<file path="config.mk">
export PLATFORM = sky130hd
export DESIGN_NAME = gpio_config_and_data_regs
export DESIGN_NICKNAME = d
export VERILOG_FILES = /design/src/rtl/sync_two_stage.v /design/src/rtl/gpio_config_and_data_regs.v
export VERILOG_INCLUDE_DIRS = /design/src /design/src/rtl
export SDC_FILE = /design/constraint.sdc
export NUM_CORES = 1
export LEC_CHECK = 0
export BUFFER_PORTS_ARGS = -buffer_cell sky130_fd_sc_hd__buf_2
export CAP_MARGIN = 20
export CELL_PAD_IN_SITES_DETAIL_PLACEMENT = 0
export CELL_PAD_IN_SITES_GLOBAL_PLACEMENT = 1
export CORE_MARGIN = 2
export CORE_UTILIZATION = 49
export DETAILED_ROUTE_END_ITERATION = 6
export GPL_ROUTABILITY_DRIVEN = 0
export GPL_TIMING_DRIVEN = 0
export HOLD_SLACK_MARGIN = 0.03
export PLACE_DENSITY_LB_ADDON = 0.1
export SLEW_MARGIN = 0
export SYNTH_ARGS = -nofsm -noshare
export SYNTH_HDL_FRONTEND = slang
export SYNTH_SLANG_ARGS = --single-unit
</file>
<file path="constraint.sdc">
create_clock -name clk_sys -period 3.3 [get_ports clk_sys]
set_input_delay 0.495 -clock clk_sys [delete_from_list [all_inputs] [get_ports clk_sys]]
set_output_delay 0.495 -clock clk_sys [all_outputs]
set_load 0.02 [all_outputs]
</file>
<file path="src/rtl/gpio_cfg_regs.vh">
`ifndef GPIO_CFG_REGS_VH
`define GPIO_CFG_REGS_VH

// serial frame
`define FRAME_BITS      5'h10
`define LAST_BIT        5'h0f
`define EXT_PREFIX      4'hf

// extended write map sub-addresses
`define SUB_CTL_A       4'h0
`define SUB_CTL_B       4'h1
`define SUB_DATA        4'h2

// normal write map: first control register and its read-address field
`define CTL1_WRITE_ADDR 4'h0
`define RADDR_MSB       6
`define RADDR_LSB       2

// 5-bit read addresses
`define RD_CTL_A        5'h1b
`define RD_CTL_B        5'h1c
`define RD_DATA         5'h1d

// reset values and implemented-bit masks
`define CTL_A_RESET     8'h00
`define CTL_B_RESET     8'h00
`define DATA_RESET      8'h00
`define RADDR_RESET     5'h00
`define CTL_A_MASK      8'hf0
`define CTL_B_MASK      8'hf7
`define DATA_MASK       8'hf0

// first pin control register fields
`define PIN1_ALERT_EN   4
`define PIN1_DIR        5
`define PIN1_POL        6
`define PIN1_SEL        7

// second pin control register fields
`define PIN4_ALERT_EN   0
`define PIN4_DIR        1
`define PIN4_POL        2
`define CTL_B_UNUSED    3
`define PIN3_ALERT_EN   4
`define PIN3_DIR        5
`define PIN3_POL        6
`define PIN3_SEL        7

// pin data register fields
`define PIN4_DAT        4
`define PIN3_DAT        5
`define PIN2_DAT        6
`define PIN1_DAT        7

`endif

</file>
<file path="src/rtl/sync_two_stage.v">
`timescale 1ns/1ps
module sync_two_stage #(
  parameter WIDTH = 1
) (
  // clock and reset
  input  wire             clk_sys,
  input  wire             reset,
  // asynchronous inputs and their synchronised copies
  input  wire [WIDTH-1:0] async_in,
  output reg  [WIDTH-1:0] sync_out
);

  // first stage is read by the second stage only
  reg [WIDTH-1:0] meta;

  always @(posedge clk_sys) begin
    if (reset) begin
      meta     <= {WIDTH{1'b0}};
      sync_out <= {WIDTH{1'b0}};
    end else begin
      meta     <= async_in;
      sync_out <= meta;
    end
  end

endmodule

</file>
<file path="src/rtl/gpio_config_and_data_regs.v">
`timescale 1ns/1ps
`include "gpio_cfg_regs.vh"
module gpio_config_and_data_regs (
  // clock and reset
  input  wire       clk_sys,
  input  wire       reset,
  // serial interface, mode 0, msb first
  input  wire       sclk,
  input  wire       cs_n,
  input  wire       din,
  output reg        dout,
  output reg        dout_oe,
  // general-purpose pin one
  input  wire       gp_pin_one_in,
  output reg        gp_pin_one_out,
  output reg        gp_pin_one_oe,
  // general-purpose pin two, data bit only
  output reg        gp_pin_two_data,
  // general-purpose pin three
  input  wire       gp_pin_three_in,
  output reg        gp_pin_three_out,
  output reg        gp_pin_three_oe,
  // general-purpose pin four
  input  wire       gp_pin_four_in,
  output reg        gp_pin_four_out,
  output reg        gp_pin_four_oe,
  // analog routing of the shared pins
  output reg        analog_input_one,
  output reg        analog_input_three,
  // per-pin alert requests: bit 0 pin one .. bit 3 pin four
  output reg  [3:0] pin_alert_request
);

  localparam ST_IDLE  = 2'h0;
  localparam ST_SHIFT = 2'h1;
  localparam ST_HOLD  = 2'h2;

  // synchronised inputs
  wire [5:0] sync_out;
  wire       s_sclk;
  wire       s_cs_n;
  wire       s_din;
  wire       s_pin_one;
  wire       s_pin_three;
  wire       s_pin_four;

  // serial engine state
  reg  [1:0]  state;
  reg         sclk_d;
  reg         cs_n_d;
  reg  [15:0] shift_in;
  reg  [15:0] shift_out;
  reg  [4:0]  bit_count;
  wire        sclk_rise;
  wire        sclk_fall;
  wire        cs_fall;
  wire [15:0] next_word;
  wire [3:0]  word_prefix;
  wire [3:0]  word_sub;
  wire [7:0]  word_byte;
  wire        word_done;

  // registers
  reg  [7:0]  pin_control_a;
  reg  [7:0]  pin_control_b;
  reg  [7:0]  pin_data;
  reg  [4:0]  read_addr;

  // derived pin views
  reg  [7:0]  data_view;
  reg  [7:0]  read_byte;
  wire        pin1_active;
  wire        pin3_active;
  wire        pin4_active;
  wire        pin1_is_input;
  wire        pin3_is_input;
  wire        pin4_is_input;

  // next values of the registered pin-side outputs
  reg         next_gp_pin_one_out;
  reg         next_gp_pin_one_oe;
  reg         next_gp_pin_two_data;
  reg         next_gp_pin_three_out;
  reg         next_gp_pin_three_oe;
  reg         next_gp_pin_four_out;
  reg         next_gp_pin_four_oe;
  reg         next_analog_input_one;
  reg         next_analog_input_three;
  reg  [3:0]  next_pin_alert_request;

  // link and pin inputs pass two flops; the link clock is only sampled
  sync_two_stage #(
    .WIDTH (6)
  ) u_sync (
    .clk_sys  (clk_sys),
    .reset    (reset),
    .async_in ({sclk, cs_n, din, gp_pin_one_in, gp_pin_three_in, gp_pin_four_in}),
    .sync_out (sync_out)
  );

  assign s_sclk      = sync_out[5];
  assign s_cs_n      = sync_out[4];
  assign s_din       = sync_out[3];
  assign s_pin_one   = sync_out[2];
  assign s_pin_three = sync_out[1];
  assign s_pin_four  = sync_out[0];

  assign sclk_rise = s_sclk & ~sclk_d;
  assign sclk_fall = ~s_sclk & sclk_d;
  assign cs_fall   = ~s_cs_n & cs_n_d;
  assign next_word = {shift_in[14:0], s_din};

  // fields of the word as its last bit arrives
  assign word_prefix = next_word[15:12];
  assign word_sub    = next_word[11:8];
  assign word_byte   = next_word[7:0];
  assign word_done   = ~s_cs_n & (state == ST_SHIFT) & sclk_rise & (bit_count == `LAST_BIT);

  // a pin is an input only when routed to the pin function
  assign pin1_is_input = pin_control_a[`PIN1_SEL] & pin_control_a[`PIN1_DIR];
  assign pin3_is_input = pin_control_b[`PIN3_SEL] & pin_control_b[`PIN3_DIR];
  // pin four has no analog twin, so its direction alone decides
  assign pin4_is_input = pin_control_b[`PIN4_DIR];

  // active level: polarity 1 means high is asserted
  assign pin1_active = ~(s_pin_one ^ pin_control_a[`PIN1_POL]);
  assign pin3_active = ~(s_pin_three ^ pin_control_b[`PIN3_POL]);
  assign pin4_active = ~(s_pin_four ^ pin_control_b[`PIN4_POL]);

  // inputs read back their sampled asserted level, outputs their stored bit
  always @* begin
    data_view = pin_data & `DATA_MASK;
    if (pin1_is_input) begin
      data_view[`PIN1_DAT] = pin1_active;
    end
    if (pin3_is_input) begin
      data_view[`PIN3_DAT] = pin3_active;
    end
    if (pin4_is_input) begin
      data_view[`PIN4_DAT] = pin4_active;
    end
  end

  // read mux, addressed by the 5-bit read address
  always @* begin
    if (read_addr == `RD_CTL_A) begin
      read_byte = pin_control_a & `CTL_A_MASK;
    end else if (read_addr == `RD_CTL_B) begin
      read_byte = pin_control_b & `CTL_B_MASK;
    end else if (read_addr == `RD_DATA) begin
      read_byte = data_view;
    end else begin
      read_byte = 8'h00;
    end
  end

  // serial engine: framing, bit shifting and reply output
  always @(posedge clk_sys) begin
    if (reset) begin
      state         <= ST_IDLE;
      sclk_d        <= 1'b0;
      // matches the synchroniser's low reset, so no false select edge
      cs_n_d        <= 1'b0;
      shift_in      <= 16'h0000;
      shift_out     <= 16'h0000;
      bit_count     <= 5'h00;
      dout          <= 1'b0;
      dout_oe       <= 1'b0;
    end else begin
      sclk_d <= s_sclk;
      cs_n_d <= s_cs_n;
      if (s_cs_n) begin
        // deselect aborts any partial frame without writing
        state     <= ST_IDLE;
        dout_oe   <= 1'b0;
        dout      <= 1'b0;
        bit_count <= 5'h00;
      end else begin
        case (state)
          ST_IDLE: begin
            if (cs_fall) begin
              // reply word: address echo, zero pad, register byte
              shift_out <= {read_addr[3:0], 4'h0, read_byte};
              dout      <= read_addr[3];
              dout_oe   <= 1'b1;
              bit_count <= 5'h00;
              state     <= ST_SHIFT;
            end
          end
          ST_SHIFT: begin
            if (sclk_rise) begin
              shift_in  <= next_word;
              bit_count <= bit_count + 5'h01;
              if (bit_count == `LAST_BIT) begin
                // the commit process writes the registers on this edge
                state <= ST_HOLD;
              end
            end else if (sclk_fall) begin
              shift_out <= {shift_out[14:0], 1'b0};
              dout      <= shift_out[14];
            end
          end
          ST_HOLD: begin
            // extra clocks after the sixteenth bit are ignored
            if (sclk_fall) begin
              dout <= 1'b0;
            end
          end
          default: begin
            state <= ST_IDLE;
          end
        endcase
      end
    end
  end

  // register commit on the sixteenth rising edge of a live frame;
  // a frame cut short never gets here, so nothing half-written lands
  always @(posedge clk_sys) begin
    if (reset) begin
      pin_control_a <= `CTL_A_RESET;
      pin_control_b <= `CTL_B_RESET;
      pin_data      <= `DATA_RESET;
      read_addr     <= `RADDR_RESET;
    end else if (word_done) begin
      if (word_prefix == `EXT_PREFIX) begin
        // extended map: sub-address then eight data bits
        if (word_sub == `SUB_CTL_A) begin
          pin_control_a <= word_byte & `CTL_A_MASK;
        end else if (word_sub == `SUB_CTL_B) begin
          pin_control_b <= word_byte & `CTL_B_MASK;
        end else if (word_sub == `SUB_DATA) begin
          pin_data <= word_byte & `DATA_MASK;
        end
      end else if (word_prefix == `CTL1_WRITE_ADDR) begin
        // new read address only shows in the next frame's reply
        read_addr <= next_word[`RADDR_MSB:`RADDR_LSB];
      end
    end
  end

  // pin drivers, routing and alert requests
  always @* begin
    // routing: clear select keeps the analog input
    next_analog_input_one   = ~pin_control_a[`PIN1_SEL];
    next_analog_input_three = ~pin_control_b[`PIN3_SEL];
    // output when selected and direction is 0
    next_gp_pin_one_oe   = pin_control_a[`PIN1_SEL] & ~pin_control_a[`PIN1_DIR];
    next_gp_pin_three_oe = pin_control_b[`PIN3_SEL] & ~pin_control_b[`PIN3_DIR];
    // dedicated pin: driven whenever its direction says output
    next_gp_pin_four_oe  = ~pin_control_b[`PIN4_DIR];
    // data bit 1 drives the active level
    next_gp_pin_one_out   = ~(pin_data[`PIN1_DAT] ^ pin_control_a[`PIN1_POL]);
    next_gp_pin_three_out = ~(pin_data[`PIN3_DAT] ^ pin_control_b[`PIN3_POL]);
    next_gp_pin_four_out  = ~(pin_data[`PIN4_DAT] ^ pin_control_b[`PIN4_POL]);
    next_gp_pin_two_data  = pin_data[`PIN2_DAT];
    // requests: input, asserted and enabled; masked otherwise
    next_pin_alert_request[0] = pin1_is_input & pin1_active & pin_control_a[`PIN1_ALERT_EN];
    // pin two has no configuration here, so it never requests
    next_pin_alert_request[1] = 1'b0;
    next_pin_alert_request[2] = pin3_is_input & pin3_active & pin_control_b[`PIN3_ALERT_EN];
    next_pin_alert_request[3] = pin4_is_input & pin4_active & pin_control_b[`PIN4_ALERT_EN];
  end

  // every pin-side output comes straight from a flop
  always @(posedge clk_sys) begin
    if (reset) begin
      gp_pin_one_out     <= 1'b0;
      gp_pin_one_oe      <= 1'b0;
      gp_pin_two_data    <= 1'b0;
      gp_pin_three_out   <= 1'b0;
      gp_pin_three_oe    <= 1'b0;
      gp_pin_four_out    <= 1'b0;
      gp_pin_four_oe     <= 1'b0;
      analog_input_one   <= 1'b1;
      analog_input_three <= 1'b1;
      pin_alert_request  <= 4'h0;
    end else begin
      gp_pin_one_out     <= next_gp_pin_one_out;
      gp_pin_one_oe      <= next_gp_pin_one_oe;
      gp_pin_two_data    <= next_gp_pin_two_data;
      gp_pin_three_out   <= next_gp_pin_three_out;
      gp_pin_three_oe    <= next_gp_pin_three_oe;
      gp_pin_four_out    <= next_gp_pin_four_out;
      gp_pin_four_oe     <= next_gp_pin_four_oe;
      analog_input_one   <= next_analog_input_one;
      analog_input_three <= next_analog_input_three;
      pin_alert_request  <= next_pin_alert_request;
    end
  end

endmodule

</file>
==> metrics <==
hold_buf cts 0; Iter 0 DRT Violations 98; largest net degree at the start of global routing 15; power density over cell area 503 nW/um^2; Ports 23; Die Span X 87.2 microns; All-Layer GR Usage 19.0%; detailed placer's ending HPWL 4800 microns; Final ANT Viol Nets 0; Comb power frac 4.0%; Crit Path Category reg2reg; Unique masters post-synth 49; Avg Vias per Cell 5.21; relative slew slack 59.1%; DIE AREA 7600 sq um; sequential share of power 54.6%; Nets 415; register area 1700 sq um; Starting Density 50.2%; crit end category flip-flop; post-synthesis sequential area ratio 50.2%; clock share of power 41.3%; Sw Ratio 22.0%; Peak Freq 449 MHz; CTS tree yes; first-pass GRT wire length 11100 microns; number of synthesized flops with an enable pin 0; Fin. Hold Viols 0; CTS clk-pin slew, worst paths 90 ps; area of the core 6760 sq um; total number of vias 2526; Worst EP arrival 2440 ps; Primary FF master, synth dfxtp_1; RSZ-0062 raised after global routing no; yosys synthesis warning count 0; #FFs+latches synth 85; Routed WL 6770 microns; Post-Synthesis Mean Instance Area 9.22 sq um; TritonCTS buffer count 9; Final setup viols 0; clock skew 11.7 ps; final setup TNS 0 ps; root buffer cell clkbuf_8; Multi-input gate area 1550 sq um; floorplan row count 30; chip height 87.2 microns; crit start category flip-flop; initial antenna violation count 0; vias in the first global route 2302; Pre-antenna DRT Iters 6; CTS resizes 0; I/O Buffers 21; H-tree levels 3; Int Power 1.49 mW; HP Class in2reg; post-detailed-route wirelength per cell 14.0 microns; share of cells above drive strength 1 12.1%; Net Count, Synth 383; Period Utilization, post-route 67.4%; Post-route DRC 0; max cap viols 0; area post-placement 3600 sq um; Post-CTS Setup Bufs 0; Slew Viols, Final 0; cell leakage power 1.49 nW; Area Overhead vs Synth 12.4%; Final min period 2220 ps; Post-synth ARST share 0%; crit-path max FO 10; Peak VDD IR 0.294 mV; Clock Latency Late Sink 350 ps; Cells after Synth 368; Mapped Area 3390 sq um; grt total ovfl 0; clock sinks 85; Net Switching 422 uW; Slew @ Worst Pin 613 ps; status finished clean; Req. time, crit path 3520 ps; n_diodes 0; fill cell count 604; Clock Tree Buf Depth 2; fin area 3810 sq um
[worst max-delay path: stages, from the launching register on]
cell,delay (ps)
dfxtp_1,420
inv_1,90
ha_1,190
buf_2,160
mux2i_1,150
a211o_1,380
clkbuf_1,280
a221oi_1,350
nor3_1,80
[area by class of cell]
| cell class | count | share of cell area [%] |
|---|---|---|
| inverters | 12 | 1.18 |
| clock inverters | 6 | 2.30 |
| repair buffers | 21 | 2.76 |
| plain buffers | 21 | 2.46 |
| well taps | 80 | 2.63 |
| clock buffers | 10 | 3.35 |
| flip-flops and latches | 85 | 44.6 |
| multi-input cells | 250 | 40.7 |
[registers in the layout, summed over array words and instances, names as in the netlist, 2 cells and up]
name and count:
bit_count 5, pin_alert_request 3, pin_control_a 4, pin_control_b 7, pin_data 4, read_addr 5
shift_in 15, shift_out 15, state 2, u_sync.meta 6, u_sync.sync_out 6
[kinds of logic (layout without fill, tap and decap cells)]
family / count (synthesis) / in the layout / share of synthesized area (%)
AOI/OAI and AO/OA: 55 / 55 / 10.4
xor gates and xnor gates: 9 / 9 / 2.32
adders and majority gates: 7 / 7 / 2.58
buffers and inverters: 33 / 70 / 4.09
DFF: 85 / 85 / 50.2
muxes: 26 / 26 / 7.71
other: 1 / 1 / 0.111
and+or+nand+nor: 152 / 152 / 22.6
[power groups by stage]
| stage | combinational (mW) | sequential (mW) | clock [mW] |
|---|---|---|---|
| 2_1_floorplan | 0.0491 | 1.07 | 0 |
| 3_3_place_gp | 0.0773 | 1.07 | 0 |
| 3_5_place_dp | 0.0777 | 1.07 | 0 |
| 4_1_cts | 0.0781 | 1.05 | 0.806 |
| 5_1_grt | 0.0859 | 1.05 | 0.853 |
| 6_report | 0.0776 | 1.05 | 0.792 |
[routing by layer]
metal  track usage, %  vias to the layer above  part of all wire (%)
li1                 -                     1296                     -
met4             5.59                        0                   1.3
met2             30.3                       41                    46
met3             4.64                       11                   2.3
met1             25.6                     1178                    50
met5                0                        -                     0
[synth_stat cells, types with 3 or more instances]
cell type | count | share of area (%)
dfxtp_1 | 85 | 50
nand2_1 | 49 | 5.4
nor2_1 | 44 | 4.9
a21oi_1 | 30 | 4.4
mux2i_1 | 25 | 7.4
nor2b_1 | 19 | 3.5
clkbuf_1 | 15 | 1.7
inv_1 | 12 | 1.3
nand3_1 | 9 | 1.3
xor2_1 | 8 | 2.1
ha_1 | 7 | 2.6
a211oi_1 | 6 | 1.3
nand2b_1 | 6 | 1.1
nor3_1 | 5 | 0.74
nand3b_1 | 4 | 0.89
a221oi_1 | 3 | 0.77
buf_2 | 3 | 0.44
buf_4 | 3 | 0.66
[worst paths after layout]
kind | startpoint | to | slack (ps) | depth (start not counted)
hold reg to reg | u_sync.meta[5] | u_sync.sync_out[5] | 440 | 1
hold / removal | gp_pin_three_in | u_sync.meta[1] | 350 | 2
setup / recovery | state[0] | shift_out[2] | 1080 | 8
setup reg to reg | state[0] | shift_out[2] | 1080 | 8
[placed cells by master, fill, tap and decap left out, types with 7 or more instances in the layout]
| cell type | Yosys | routed |
|---|---|---|
| nand2_1 | 49 | 49 |
| buf_2 | 3 | 24 |
| inv_1 | 12 | 12 |
| a21oi_1 | 30 | 30 |
| nor2b_1 | 19 | 19 |
| clkbuf_1 | 15 | 16 |
| ha_1 | 7 | 7 |
| xor2_1 | 8 | 8 |
| mux2i_1 | 25 | 25 |
| nor2_1 | 44 | 44 |
| dfxtp_1 | 85 | 85 |
| nand3_1 | 9 | 9 |
| clkbuf_8 | 0 | 9 |
[through the flow]
| step | hold WS, ps | total power [mW] | cells | util, % | setup slack, ps |
|---|---|---|---|---|---|
| global route | 349 | 1.99 | 485 | 56.4 | 949 |
| detailed placement | 422 | 1.15 | 469 | 53.2 | 1130 |
| floorplan | 414 | 1.12 | 368 | - | 1480 |
| global placement | 417 | 1.15 | 469 | 53.2 | 1180 |
| CTS | 341 | 1.93 | 485 | 56.4 | 1110 |
| finish | 347 | 1.92 | 485 | 56.4 | 1080 |
Note: power is estimated with default switching activity, not from simulation.
